--- config.mk ---
export PLATFORM = sky130hd
export DESIGN_NAME = srw_supervisor
export DESIGN_NICKNAME = d
export VERILOG_FILES = /design/src/shared/srw_pkg.sv /design/src/logic/srw_supervisor.sv /design/src/logic/srw_debounce.sv
export SDC_FILE = /design/constraint.sdc
export NUM_CORES = 1
export LEC_CHECK = 0
export BUFFER_PORTS_ARGS = -buffer_cell sky130_fd_sc_hd__buf_2
export CORE_MARGIN = 3
export CORE_UTILIZATION = 55
export CTS_CLUSTER_DIAMETER = 30
export CTS_CLUSTER_SIZE = 12
export DETAILED_ROUTE_END_ITERATION = 6
export MAX_ROUTING_LAYER = met4
export PLACE_DENSITY = 0.73
export RECOVER_POWER = 25
export SLEW_MARGIN = 20
export SYNTH_ARGS = -nofsm -noshare
export SYNTH_HDL_FRONTEND = slang
export SYNTH_SLANG_ARGS = --single-unit
--- constraint.sdc ---
create_clock -name mclk -period 2.2 [get_ports mclk]
set_clock_uncertainty 0.2 [all_clocks]
set_input_delay 0 -clock mclk [delete_from_list [all_inputs] [get_ports mclk]]
set_output_delay 0 -clock mclk [all_outputs]
set_load 0.02 [all_outputs]
--- src/shared/srw_pkg.sv ---
// constants shared by the supervisor and its debounce stage
// assumes a single free-running clock at the rate named below
package srw_pkg;

  // ==========================================================
  // clock rate
  localparam int unsigned MCLK_HZ = 100_000_000;
  localparam int unsigned MCLK_PERIOD_NS = 10;

  // ==========================================================
  // reset stretch after supply or manual release
  localparam int unsigned RESET_STRETCH_MS = 200;
  // longest/least time alike: exact multiple of the period
  localparam int unsigned RESET_STRETCH_CYCLES = (MCLK_HZ / 1000) * RESET_STRETCH_MS;

  // ==========================================================
  // watchdog timeout, 1.6 s held in milliseconds
  localparam int unsigned WD_TIMEOUT_MS = 1600;
  localparam int unsigned WD_TIMEOUT_CYCLES = (MCLK_HZ / 1000) * WD_TIMEOUT_MS;

  // ==========================================================
  // manual reset debounce window, well below the 150 ns pulse floor x10
  localparam int unsigned DEBOUNCE_NS = 1000;
  localparam int unsigned DEBOUNCE_CYCLES =
    (DEBOUNCE_NS + MCLK_PERIOD_NS - 1) / MCLK_PERIOD_NS;

  // ==========================================================
  // reset values
  localparam logic MR_DEBOUNCED_RESET = 1'b1;
  localparam logic PF_WARN_N_RESET = 1'b1;
  localparam logic WD_TIMEOUT_N_RESET = 1'b1;
  localparam logic RESET_ACTIVE_RESET = 1'b1;

  // ==========================================================
  // synchroniser bit positions
  localparam int unsigned SYNC_W = 4;
  localparam int unsigned SYNC_SUPPLY = 0;
  localparam int unsigned SYNC_STROBE = 1;
  localparam int unsigned SYNC_FLOAT = 2;
  localparam int unsigned SYNC_PF = 3;

endpackage : srw_pkg

--- src/logic/srw_supervisor.sv ---
// supervisor top: reset generation, reset stretch, watchdog, power-fail pass
// assumes comparator results arrive as asynchronous digital levels
`timescale 1ns/100ps

module srw_supervisor #(
  parameter bit HAS_WATCHDOG = 1'b1,
  parameter int unsigned STRETCH_CYCLES = srw_pkg::RESET_STRETCH_CYCLES,
  parameter int unsigned WD_CYCLES = srw_pkg::WD_TIMEOUT_CYCLES,
  parameter int unsigned DEB_CYCLES = srw_pkg::DEBOUNCE_CYCLES
) (
  input wire logic mclk,
  input wire logic rst_n,
  input wire logic supply_low_in,
  input wire logic manual_reset_n,
  input wire logic activity_strobe_in,
  input wire logic strobe_float_in,
  input wire logic powerfail_sense_in,
  output logic reset_n,
  output logic reset_hi,
  output logic watchdog_timeout_n,
  output logic powerfail_warn_n
);

  localparam int unsigned SW = $clog2(STRETCH_CYCLES + 1);
  localparam int unsigned WW = $clog2(WD_CYCLES + 1);
  localparam logic [SW-1:0] STRETCH_TERM = SW'(STRETCH_CYCLES - 1);
  localparam logic [WW-1:0] WD_TERM = WW'(WD_CYCLES);

  logic [srw_pkg::SYNC_W-1:0] sync_a;
  logic [srw_pkg::SYNC_W-1:0] sync_b;
  logic mr_sync_a;
  logic mr_sync_b;
  logic mr_db;
  logic supply_low;
  logic strobe;
  logic strobe_prev;
  logic strobe_floating;
  logic pf_above;
  logic hold_cond;
  logic rst_active;
  logic [SW-1:0] stretch_cnt;
  logic stretch_done;
  logic [WW-1:0] wd_cnt;
  logic wd_edge;
  logic wd_clear;
  logic wd_expired;
  logic next_wd_timeout_n;

  // ==========================================================
  // input synchronisers: every input pin except rst_n passes two flops before use
  always_ff @(posedge mclk)
  begin
    if (!rst_n)
    begin
      sync_a <= '0;
      sync_b <= '0;
      mr_sync_a <= 1'b1;
      mr_sync_b <= 1'b1;
    end
    else
    begin
      sync_a[srw_pkg::SYNC_SUPPLY] <= supply_low_in;
      sync_a[srw_pkg::SYNC_STROBE] <= activity_strobe_in;
      sync_a[srw_pkg::SYNC_FLOAT] <= strobe_float_in;
      sync_a[srw_pkg::SYNC_PF] <= powerfail_sense_in;
      sync_b <= sync_a;
      mr_sync_a <= manual_reset_n;
      mr_sync_b <= mr_sync_a;
    end
  end

  // synchronised names
  assign supply_low = sync_b[srw_pkg::SYNC_SUPPLY];
  assign strobe = sync_b[srw_pkg::SYNC_STROBE];
  assign strobe_floating = sync_b[srw_pkg::SYNC_FLOAT];
  assign pf_above = sync_b[srw_pkg::SYNC_PF];

  // ==========================================================
  // manual reset debounce
  srw_debounce #(
    .DEB_CYCLES(DEB_CYCLES)
  ) u_mr_debounce (
    .mclk(mclk),
    .rst_n(rst_n),
    .level_in(mr_sync_b),
    .level_out(mr_db)
  );

  // ==========================================================
  // reset generation and stretch
  // the watchdog output is deliberately absent here: only an external
  // strap from the timeout pin to the manual input can make it reset
  assign hold_cond = supply_low | ~mr_db;
  assign stretch_done = (stretch_cnt == STRETCH_TERM);

  // counter held at zero during a hold, then counts out the stretch
  always_ff @(posedge mclk)
  begin
    if (!rst_n)
    begin
      rst_active <= srw_pkg::RESET_ACTIVE_RESET;
      stretch_cnt <= '0;
    end
    else if (hold_cond)
    begin
      rst_active <= 1'b1;
      stretch_cnt <= '0;
    end
    else if (rst_active && stretch_done)
    begin
      rst_active <= 1'b0;
      stretch_cnt <= '0;
    end
    else if (rst_active)
    begin
      stretch_cnt <= stretch_cnt + SW'(1);
    end
  end

  // outputs straight off the flop; the high output is absent on watchdog builds
  assign reset_n = ~rst_active;
  assign reset_hi = HAS_WATCHDOG ? 1'b0 : rst_active;

  // ==========================================================
  // watchdog
  // the processor must toggle the strobe inside the timeout; the floating strobe input
  // and supply low both hold the count at zero, but only the floating input tolerates a slower strobe
  assign wd_edge = strobe ^ strobe_prev;
  assign wd_clear = !HAS_WATCHDOG || strobe_floating || wd_edge || supply_low;
  assign wd_expired = (wd_cnt == WD_TERM);
  assign next_wd_timeout_n = !HAS_WATCHDOG ||
    (!supply_low && (strobe_floating || !wd_expired));

  // count saturates at the terminal value so the timeout stays until an edge
  always_ff @(posedge mclk)
  begin
    if (!rst_n)
    begin
      wd_cnt <= '0;
      strobe_prev <= 1'b0;
      watchdog_timeout_n <= srw_pkg::WD_TIMEOUT_N_RESET;
    end
    else
    begin
      strobe_prev <= strobe;
      watchdog_timeout_n <= next_wd_timeout_n;
      if (wd_clear)
      begin
        wd_cnt <= '0;
      end
      else if (!wd_expired)
      begin
        wd_cnt <= wd_cnt + WW'(1);
      end
    end
  end

  // ==========================================================
  // power-fail pass-through, touches nothing else
  always_ff @(posedge mclk)
  begin
    if (!rst_n)
    begin
      powerfail_warn_n <= srw_pkg::PF_WARN_N_RESET;
    end
    else
    begin
      powerfail_warn_n <= pf_above;
    end
  end

  // ==========================================================
  // checks
  property p_mr_forces_reset;
    @(posedge mclk) disable iff (!rst_n)
    !mr_db |=> !reset_n && stretch_cnt == '0;
  endproperty
  a_mr_forces_reset: assert property (p_mr_forces_reset)
    else $error("manual reset low did not assert reset");

  property p_supply_forces_reset;
    @(posedge mclk) disable iff (!rst_n)
    $rose(supply_low_in) ##2 supply_low |=> !reset_n;
  endproperty
  a_supply_forces_reset: assert property (p_supply_forces_reset)
    else $error("supply low did not assert reset within three cycles");

  property p_stretch_holds;
    @(posedge mclk) disable iff (!rst_n)
    rst_active && !hold_cond && !stretch_done |=> rst_active;
  endproperty
  a_stretch_holds: assert property (p_stretch_holds)
    else $error("reset released before the stretch elapsed");

  property p_release_at_term;
    @(posedge mclk) disable iff (!rst_n)
    $fell(rst_active) |-> $past(stretch_cnt) == STRETCH_TERM && !$past(hold_cond);
  endproperty
  a_release_at_term: assert property (p_release_at_term)
    else $error("reset released at the wrong count");

  property p_high_reset_inverse;
    @(posedge mclk) disable iff (!rst_n)
    reset_hi == (HAS_WATCHDOG ? 1'b0 : ~reset_n);
  endproperty
  a_high_reset_inverse: assert property (p_high_reset_inverse)
    else $error("active-high reset is not the inverse");

  property p_edge_restarts;
    @(posedge mclk) disable iff (!rst_n)
    wd_edge |=> wd_cnt == '0 ##1 (wd_cnt <= WW'(1));
  endproperty
  a_edge_restarts: assert property (p_edge_restarts)
    else $error("strobe edge did not restart the watchdog");

  property p_timeout_fires;
    @(posedge mclk) disable iff (!rst_n)
    HAS_WATCHDOG && wd_expired && !supply_low && !strobe_floating |=> !watchdog_timeout_n;
  endproperty
  a_timeout_fires: assert property (p_timeout_fires)
    else $error("watchdog expiry did not drive the timeout low");

  property p_supply_forces_timeout;
    @(posedge mclk) disable iff (!rst_n)
    HAS_WATCHDOG && supply_low |=> !watchdog_timeout_n;
  endproperty
  a_supply_forces_timeout: assert property (p_supply_forces_timeout)
    else $error("supply low did not drive the timeout low");

  property p_float_suspends;
    @(posedge mclk) disable iff (!rst_n)
    strobe_floating && !supply_low |=> watchdog_timeout_n && wd_cnt == '0;
  endproperty
  a_float_suspends: assert property (p_float_suspends)
    else $error("floating strobe did not suspend the watchdog");

  property p_wd_no_reset;
    @(posedge mclk) disable iff (!rst_n)
    $rose(rst_active) |-> $past(hold_cond);
  endproperty
  a_wd_no_reset: assert property (p_wd_no_reset)
    else $error("reset asserted without a supply or manual cause");

  property p_powerfail_follows;
    @(posedge mclk) disable iff (!rst_n)
    $past(rst_n, 3) |-> powerfail_warn_n == $past(powerfail_sense_in, 3);
  endproperty
  a_powerfail_follows: assert property (p_powerfail_follows)
    else $error("power-fail warning does not follow the sense input");

endmodule : srw_supervisor

--- src/logic/srw_debounce.sv ---
// debounce stage for the manual reset input
// assumes its input is already synchronised to mclk
`timescale 1ns/100ps

module srw_debounce #(
  parameter int unsigned DEB_CYCLES = srw_pkg::DEBOUNCE_CYCLES
) (
  input wire logic mclk,
  input wire logic rst_n,
  input wire logic level_in,
  output logic level_out
);

  localparam int unsigned CW = $clog2(DEB_CYCLES + 1);
  localparam logic [CW-1:0] TERM = CW'(DEB_CYCLES - 1);

  logic [CW-1:0] stable_cnt;
  logic differs;
  logic at_term;

  // ==========================================================
  // compare and terminal decode
  assign differs = level_in ^ level_out;
  assign at_term = (stable_cnt == TERM);

  // counter runs only while the input disagrees; any agreement restarts it,
  // so a glitch shorter than the window never moves the output
  always_ff @(posedge mclk)
  begin
    if (!rst_n)
    begin
      stable_cnt <= '0;
      level_out <= srw_pkg::MR_DEBOUNCED_RESET;
    end
    else if (!differs)
    begin
      stable_cnt <= '0;
    end
    else if (at_term)
    begin
      stable_cnt <= '0;
      level_out <= level_in;
    end
    else
    begin
      stable_cnt <= stable_cnt + CW'(1);
    end
  end

  // ==========================================================
  // checks
  property p_deb_stable;
    @(posedge mclk) disable iff (!rst_n)
    $changed(level_out) |-> $past(stable_cnt) == TERM && $past(differs);
  endproperty
  a_deb_stable: assert property (p_deb_stable)
    else $error("debounced level moved before the window elapsed");

endmodule : srw_debounce

==> results.md, run 1 <==
Critical path:
- The element type at the critical path start is a register.
- For the worst setup path, the data required time is between 2 and 2.5 ns.
- The launch point of the worst path is wd_cnt[10].
- The maximum fanout count along the critical path is 11.
- The startpoint of the worst register-to-register path is wd_cnt[10].
- The critical path is of the register to register type.
- Counting cells, the worst reg-to-reg path comes to 5.
- The data arrival time at the worst-slack endpoint is 2.18 ns.
- The kind of end point of the critical path is a register.

Finish:
- Of the cells placed in the final design, the portion with a size suffix greater than 1 is 0.125.
- Fill cells in the final layout number 440.
- In the final design database the tool counted 421 nets.
- The area growth from synthesis to layout is 19.1%.
- The number of antenna diodes in the final layout is 0.

Global route:
- The pin count of the biggest net entering global routing is 29.
- In the global route stage, overall resource usage came out at 0.212.
- The met3 usage in global routing is 0.0346.
- met2 is the most crowded layer.
- The number of global-route vias before repair was 2689.
- The residual overflow from global routing is 0.
- The global-route wire length before repair is 12200 µm.
- For met1 alone, demand over resource in global routing was 0.293.
- The number of antenna violations at the first check in global routing is 0.
- The met2 track utilization from global routing is 0.311.

CTS:
- The clock tree from TritonCTS is built.
- The number of gates resized after CTS was 0.
- The post-CTS clock slew at the launch and capture registers of the worst setup and hold paths is 0.08 ns.
- TritonCTS created 9 clock buffers.
- CTS built an H-tree with a depth of 3.
- The tree is rooted in a sky130_fd_sc_hd__clkbuf_8.
- The longest clock path from root to sink contains 2 buffers.
- The total number of clock tree sinks is 75.
- The clock latency on the worst-skew pair is around 0.34 ns.

Route:
- In this run the remaining antenna-violating nets after routing total 0.
- The sum of routed wire length over all layers is 7120 µm.
- Dividing the detail-routed wire length by the instance count gives 14.6 µm.
- The count of routing violations after the opening detailed-route iteration is 190.
- The via count is 2917.
- For this run, the detailed router's first-pass iteration total came to 5.
- Using the TritonRoute via totals, the vias-per-cell ratio works out to approximately 6.0.
- In the routed design, unresolved DRC markers number 0.

Placed design:
- Once detailed placement completed, the half-perimeter wirelength came to 4460 µm.
- Port buffering added 9 buffers.
- The final weighted congestion in routability-driven placement is 0.826.

Yosys:
- The number of different library cells used by synthesis comes to 43.
- The number of warnings printed during yosys synthesis is 0.
- A synthesized cell averages 9.00 µm².
- The share of the yosys chip area belonging to registers is 0.448.
- The mapped netlist covers 3350 µm².
- The number of register bits inferred by synthesis is 75.
- The number of nets in the synthesized netlist is 383.
- The cell count after synthesis came out at 372.

Timing:
- At the pin with the least slew margin, the transition time is 0.576 ns.
- The count of endpoints failing setup in the final report is 0.
- The number of endpoints with negative hold slack in the final report is 0.
- The max-slew violation count came to 0.
- The headroom to the max-slew limit is 0.616.
- Static timing analysis puts the maximum clock frequency at between 0.4 and 0.5 GHz.
- The worst path in the final design needs a cycle of 2.11 ns, including I/O delays and setup.
- Setup repair after global routing left no endpoint under its margin.
- The final total negative setup slack is 0 ns.
- Of the available clock period, the critical path in the final layout requires 0.959.

Floorplan:
- The initial utilization of the core area, before any placement, comes to 0.587.
- The area of the placeable core is 5710 µm².
- The die height is 84.0 µm.
- The width of the die is 84.0 µm.
- The I/O pin total is 11.
- The number of standard-cell rows in the floorplan is 27.
- The die covers 7060 µm².

Hold path:
- The worst min-delay path category is register to register.
- In this run the most critical hold path is launched from sync_b[3].
- The cell depth of the worst min-delay path is 1.

Power and ir drop:
- Total power for the finished layout comes to between 2 and 3 mW.
- Dividing total power by cell area gives a power density of 726 nW/µm².
- For this design the static power due to leakage is 1.35 nW.
- The worst IR drop on VDD is around 0.45 mV.

Outcome:
- The run finished with clean final reports.

Flow run:
- The number of max-capacitance violations reported is 0.
## through the flow
stage	instances	instance area, µm²	util	worst slack [ns]	hold WS [ns]
floorplan	372	3350	-	0.0592	-0.127
global placement	457	3590	0.628	0.151	0.000841
detailed placement	457	3590	0.628	0.0873	0.00273
CTS	484	3970	0.695	0.0560	0.219
global route	487	3990	0.698	0.00234	0.239
finish	487	3990	0.698	0.0899	0.213
## cell usage after synthesis
master                     number  area share
sky130_fd_sc_hd__inv_1          9       0.010
sky130_fd_sc_hd__and3_1         5      0.0093
sky130_fd_sc_hd__ha_1           4       0.015
sky130_fd_sc_hd__buf_6          1      0.0034
sky130_fd_sc_hd__buf_4          1      0.0022
sky130_fd_sc_hd__o21ba_1        1      0.0030
sky130_fd_sc_hd__nand2_1       22       0.025
sky130_fd_sc_hd__or4b_1         3      0.0090
sky130_fd_sc_hd__nand4_2        1      0.0037
sky130_fd_sc_hd__nor3_1        16       0.024
sky130_fd_sc_hd__xor2_1        19       0.050
sky130_fd_sc_hd__nor4_1         2      0.0037
sky130_fd_sc_hd__conb_1         1      0.0011
sky130_fd_sc_hd__buf_2          2      0.0030
sky130_fd_sc_hd__buf_1          1      0.0011
sky130_fd_sc_hd__mux2i_1        2      0.0060
sky130_fd_sc_hd__nand2b_1       4      0.0075
sky130_fd_sc_hd__xnor2_1        9       0.024
sky130_fd_sc_hd__or2_2          2      0.0037
sky130_fd_sc_hd__and3_2         1      0.0022
sky130_fd_sc_hd__dfxtp_1       75        0.45
sky130_fd_sc_hd__and4_2         1      0.0030
sky130_fd_sc_hd__nor2_1        21       0.024
sky130_fd_sc_hd__o31ai_1       15       0.034
sky130_fd_sc_hd__or4_4          1      0.0034
sky130_fd_sc_hd__o21bai_1       1      0.0022
sky130_fd_sc_hd__nand3_1       23       0.034
sky130_fd_sc_hd__o21a_1         1      0.0022
sky130_fd_sc_hd__and2_1         9       0.017
sky130_fd_sc_hd__or3_1         12       0.022
sky130_fd_sc_hd__nor3b_1        2      0.0045
sky130_fd_sc_hd__nand3b_1       1      0.0022
sky130_fd_sc_hd__nor4_2         1      0.0037
sky130_fd_sc_hd__nor4b_1        7       0.018
sky130_fd_sc_hd__nor2b_1        1      0.0019
sky130_fd_sc_hd__nand4_1       13       0.024
sky130_fd_sc_hd__clkbuf_1      12       0.013
sky130_fd_sc_hd__o21ai_0       16       0.024
sky130_fd_sc_hd__or2_1          1      0.0019
sky130_fd_sc_hd__a21oi_1       15       0.022
sky130_fd_sc_hd__or4_1         17       0.038
sky130_fd_sc_hd__a211oi_1      14       0.031
sky130_fd_sc_hd__and4_1         7       0.018
## layout by cell type (no fill, tap or decap), types with 2 or more instances in the layout
master	count
sky130_fd_sc_hd__a211oi_1	14
sky130_fd_sc_hd__a21oi_1	15
sky130_fd_sc_hd__and2_0	6
sky130_fd_sc_hd__and2_1	3
sky130_fd_sc_hd__and3_1	5
sky130_fd_sc_hd__and4_1	7
sky130_fd_sc_hd__buf_2	5
sky130_fd_sc_hd__buf_4	23
sky130_fd_sc_hd__bufinv_16	4
sky130_fd_sc_hd__clkbuf_1	4
sky130_fd_sc_hd__clkbuf_8	10
sky130_fd_sc_hd__dfxtp_1	75
sky130_fd_sc_hd__dlygate4sd3_1	11
sky130_fd_sc_hd__ha_1	4
sky130_fd_sc_hd__inv_1	9
sky130_fd_sc_hd__mux2i_1	2
sky130_fd_sc_hd__nand2_1	22
sky130_fd_sc_hd__nand2b_1	4
sky130_fd_sc_hd__nand3_1	23
sky130_fd_sc_hd__nand4_1	13
sky130_fd_sc_hd__nor2_1	21
sky130_fd_sc_hd__nor3_1	16
sky130_fd_sc_hd__nor3b_1	2
sky130_fd_sc_hd__nor4_1	2
sky130_fd_sc_hd__nor4b_1	7
sky130_fd_sc_hd__o21ai_0	16
sky130_fd_sc_hd__o31ai_1	15
sky130_fd_sc_hd__or2_2	2
sky130_fd_sc_hd__or3_1	12
sky130_fd_sc_hd__or4_1	17
sky130_fd_sc_hd__or4b_1	3
sky130_fd_sc_hd__xnor2_1	9
sky130_fd_sc_hd__xor2_1	19
## power breakdown
part	total (mW)	leakage, nW	switching (mW)	internal [mW]
sequential	1.39	0.608	0.0130	1.38
clock	1.41	0.133	0.511	0.901
combinational	0.0934	0.605	0.0507	0.0427
total	2.89	1.35	0.574	2.32
## final cells by class
type                    instances  area, µm²  share of cell area
clock inverters                 6        136              0.0342
multi-input cells             271       1750               0.438
flip-flops and latches         75       1500               0.377
well taps                      72       90.1              0.0226
clock buffers                  10        138              0.0345
repair buffers                 44        343              0.0860
inverters                       9       33.8             0.00847
## routing by layer
metal | up-vias | share of wire | wire (µm)
met5 | - | 0 | 0
met3 | 12 | 0.061 | 433
met4 | 0 | 0.013 | 93
met1 | 1355 | 0.47 | 3380
li1 | 1446 | - | -
met2 | 104 | 0.45 | 3220
## registers in the layout, summed over array words and instances, names as in the netlist
signal	count
strobe_prev	1
stretch_cnt	25
mr_sync_b	1
powerfail_warn_n	1
mr_sync_a	1
sync_b	4
rst_active	1
watchdog_timeout_n	1
sync_a	4
wd_cnt	28
u_mr_debounce.stable_cnt	7
u_mr_debounce.level_out	1
## logic make-up after synthesis
kind of cell    synth area share
compound gates             0.119
xor+xnor                  0.0732
fa+ha+maj                 0.0149
buf+inv                   0.0332
flops                      0.448
mux                      0.00598
other cells              0.00112
simple gates               0.304
## critical path, stage by stage, from the launching register on
cell and delay, ns:
sky130_fd_sc_hd__dfxtp_1 0.41, sky130_fd_sc_hd__nand4_2 0.14, sky130_fd_sc_hd__or4_4 0.62, sky130_fd_sc_hd__buf_4 0.17, sky130_fd_sc_hd__or3_1 0.35, sky130_fd_sc_hd__a21oi_1 0.15
## final timing paths
check	end	slack, ns
min	powerfail_warn_n	0.21
min reg2reg	powerfail_warn_n	0.21
max reg2reg	wd_cnt[27]	0.09
max	wd_cnt[27]	0.09
## what timing repair did
| action | 4_1_cts | 5_1_grt |
|---|---|---|
| endpoints found under the setup margin | 0 | 7 |
| hold buffers | 11 | 0 |
| buffers inserted | 0 | 3 |
| endpoints found under the hold margin | 21 | 0 |
No activity file was read; power rests on OpenSTA's default activity.
==> run 2: changes to the inputs <==
- ABC_AREA: not set -> 1
- CORE_UTILIZATION: 55 -> 56
- PLACE_DENSITY: 0.73 -> 0.74
==> results.md, run 2 <==
Floorplan:
- The number of standard-cell rows in the floorplan came to 29 (+7.4%).
- The area of the die is 8040 µm² (+14%).
- The width of the die is 89.7 µm (+6.7%).
- The area of the placeable core is 6570 µm² (+15%).
- The I/O pin total is 11 (unchanged).
- The effective utilization at floorplan was 0.597 (+0.0106).
- The die height is 89.7 µm (+6.7%).

Finish:
- The final net count came to 639 (+52%).
- Leaving out fill and tap cells, the most frequent cell in the layout is sky130_fd_sc_hd__nand2_1.
- The final design instance area without fill came to 4390 µm² (+10%).
- The number of antenna repair diodes is 0 (unchanged).
- The area of the multi-input gates is 2070 µm² (+18%).
- The storage element area is 1500 µm² (unchanged).
- The fraction of final layout cells with drive strength greater than 1 is 0.0774 (-0.0479).
- The non-filler instance count after layout was 726 (+49%).
- The top cell types in the final layout, fill and taps aside, are 161 x sky130_fd_sc_hd__nand2_1, 132 x sky130_fd_sc_hd__nor2_1, 79 x sky130_fd_sc_hd__inv_1.
- The filler cell count in the final layout came to 605 (+38%).
- In the final layout, the registers with the most flip-flops are wd_cnt x28, stretch_cnt x25, u_mr_debounce.stable_cnt x7.
- The layout overhead on the synthesized area is 12.0%.
- The number of flip-flops in the largest register was 28 (unchanged).
- wd_cnt holds more flip-flops than any other register.
- The final core utilization is 0.669 (-0.0297).

CTS:
- The level count of the clock H-tree is 3 (unchanged).
- The number of buffers on the longest clock path is 2 (unchanged).
- The total number of clock tree sinks is 75 (unchanged).
- The number of CTS-inserted buffers is 9 (unchanged).
- The clock latency on the worst-skew pair is 0.35 ns (about the same).
- The post-CTS clock slew at the launch and capture registers of the worst setup and hold paths is 0.08 ns (about the same).
- The post-CTS resize count is 0 (unchanged).
- The clock tree root driver cell is sky130_fd_sc_hd__clkbuf_8.
- The clock tree from TritonCTS is built.

Critical path:
- The kind of end point of the critical path is a register.
- The critical path is of the register to register type.
- The critical path buffer and inverter count was 2 (+1).
- The critical path's top delay family is simple AND/OR/NAND/NOR gates.
- The critical path goes through ha_1 -> nand3_1 -> inv_1 -> nand2_2 -> inv_2 -> nand3_2 -> nand2_4 -> nor2_1.
- The element type at the critical path start is a register.
- The data arrival time at the worst-slack endpoint is 1.82 ns (-0.36 ns).
- The data required time of the critical path is 2.23 ns (-0.04 ns).
- The maximum fanout count along the critical path came to 24 (+13).
- The critical path's largest stage delay is 0.38 ns (-0.24 ns).
- Among all stages on the critical path, the largest delay is contributed by sky130_fd_sc_hd__dfxtp_1.

Global route:
- The total track usage is 0.242 (+0.0306).
- The global-route wire length before repair was 14900 µm (+22%).
- The number of global-route vias before repair came to 3440 (+28%).
- The number of antenna violations at the first check in global routing is 0 (unchanged).
- The pin count of the biggest net entering global routing was 25 (-14%).
- The residual overflow from global routing came to 0 (unchanged).

Yosys:
- The post-synthesis cell area is 3920 µm² (+17%).
- The number of warnings printed during yosys synthesis is 0 (unchanged).
- The number of register bits inferred by synthesis is 75 (unchanged).
- The fraction of synthesized cell area taken by the top area cell type is 0.383 (-0.0655).
- The average footprint of a synthesized cell is 6.52 µm² (-28%).
- The number of enable-type register cells in the synthesized netlist is 0 (unchanged).
- The count of unique library cells instantiated by Yosys came to 32 (-26%).
- The leading register cell type out of synthesis is sky130_fd_sc_hd__dfxtp_1.
- sky130_fd_sc_hd__dfxtp_1 takes more of the synthesized area than any other cell.
- The share of the yosys chip area belonging to registers was 0.383 (-0.0655).
- After synthesis, the most frequently instantiated cells are 161 x sky130_fd_sc_hd__nand2_1, 132 x sky130_fd_sc_hd__nor2_1, 78 x sky130_fd_sc_hd__inv_1.
- Among all cell types in the netlist, the one instantiated most often is sky130_fd_sc_hd__nand2_1.
- The fraction of registers with async set or reset after synthesis is 0 (unchanged).
- The instance count of the mapped netlist came to 602 (+62%).
- Ranked by total cell area, the synthesized netlist is headed by sky130_fd_sc_hd__dfxtp_1 38%, sky130_fd_sc_hd__nand2_1 15%, sky130_fd_sc_hd__nor2_1 13%, sky130_fd_sc_hd__inv_1 7.5%, sky130_fd_sc_hd__nand3_1 4.8%.
- The synthesized net count was 613 (+60%).

Placed design:
- The post-place instance area is 4050 µm² (+13%).
- The post-placement setup slack was 0.416 ns (+0.329 ns).
- The half-perimeter wire length after detailed placement is 6140 µm (+38%).
- The final weighted congestion in routability-driven placement came to 0.963 (+17%).
- The count of port buffers added during placement was 9 (unchanged).
- The cell count after placement is 699 (+53%).

Timing:
- Setup repair after global routing left no endpoint under its margin.
- The final critical path time including I/O delays and setup is 1.79 ns (-0.319 ns).
- The final total negative setup slack is 0 ns (unchanged).
- The maximum clock frequency is 0.558 GHz (+18%).
- The final worst-path cycle share was 0.814 (-0.145).
- The number of endpoints with negative hold slack in the final report was 0 (unchanged).
- The count of endpoints failing setup in the final report is 0 (unchanged).
- The worst setup slack after layout is 0.409 ns (+0.319 ns).
- The max-slew violation count is 0 (unchanged).
- The final hold slack is 0.217 ns (+0.00350 ns).

Power and ir drop:
- The standby leakage power is 1.78 nW (+32%).
- The worst IR drop on VDD is 0.657 mV (+45%).
- The total design power is 2.72 mW (-5.9%).
- The total power density per cell area is 620 nW/µm² (-15%).

Flow run:
- The number of max-capacitance violations reported is 0 (unchanged).

Route:
- The number of iterations in the first detailed-routing pass is 5 (unchanged).
- The remaining antenna violation count was 0 (unchanged).
- The number of design rule violations left after detail routing is 0 (unchanged).
- The average wire per cell in the routed design is 11.6 µm (-21%).
- The count of routing violations after the opening detailed-route iteration came to 250 (+32%).
- The via count is 3663 (+26%).
- The number of vias per cell is 5.05 (-16%).
- The sum of routed wire length over all layers was 8410 µm (+18%).

Hold path:
- The worst min-delay path category is register to register.

Outcome:
- The flow ran to the end, and the final reports show no timing, DRC or antenna violations.
-- run 2: tightest hold or removal path, delay by kind of cell (launching register included) --
family / cells / cell delay, ns
flops: 1 / 0.31
simple gates: 1 / 0.04
buf+inv: 1 / 0.04
-- run 2: area by class of cell --
type,instances,share of cell area
well taps,93,0.0265
clock inverters,5,0.0194
clock buffers,11,0.0345
flip-flops and latches,75,0.342
multi-input cells,439,0.471
repair buffers,22,0.0376
inverters,81,0.0692
-- run 2: worst paths after layout --
check | from | end | slack [ns] | depth (start not counted)
worst max register to register | stretch_cnt[0] | stretch_cnt[14] | 0.41 | 8
worst min-delay path | sync_a[0] | sync_b[0] | 0.22 | 2
worst min register to register | sync_a[0] | sync_b[0] | 0.22 | 2
worst max-delay path | stretch_cnt[0] | stretch_cnt[14] | 0.41 | 8
-- run 2: logic make-up (layout without fill, tap and decap cells) --
kind of cell             count (synthesis)  after routing  share of synthesized area
other                                    1              1                   0.000956
buffers and inverters                   88            119                     0.0900
AO/OA/AOI/OAI                           29             29                     0.0383
XOR/XNOR                                19             19                     0.0424
AND/OR/NAND/NOR                        386            386                      0.433
adder cells (fa/ha/maj)                  4              4                     0.0128
flip-flops                              75             75                      0.383
-- run 2: per-layer routing --
layer | wire length, µm | vias up | global-route usage
met2 | 3730 | 102 | 0.376
met1 | 4060 | 1630 | 0.316
met4 | 154 | 0 | 0.0798
li1 | - | 1913 | -
met5 | 0 | - | -
met3 | 467 | 18 | 0.0484
-- run 2: repair_timing --
item	CTS	global route
hold buffers	11	0
endpoints found under the hold margin	23	0
setup buffers	0	0
-- run 2: power by group --
| part | internal [mW] | switching (mW) |
|---|---|---|
| Combinational | 0.0412 | 0.0639 |
| Sequential | 1.38 | 0.0116 |
| Clock | 0.704 | 0.525 |
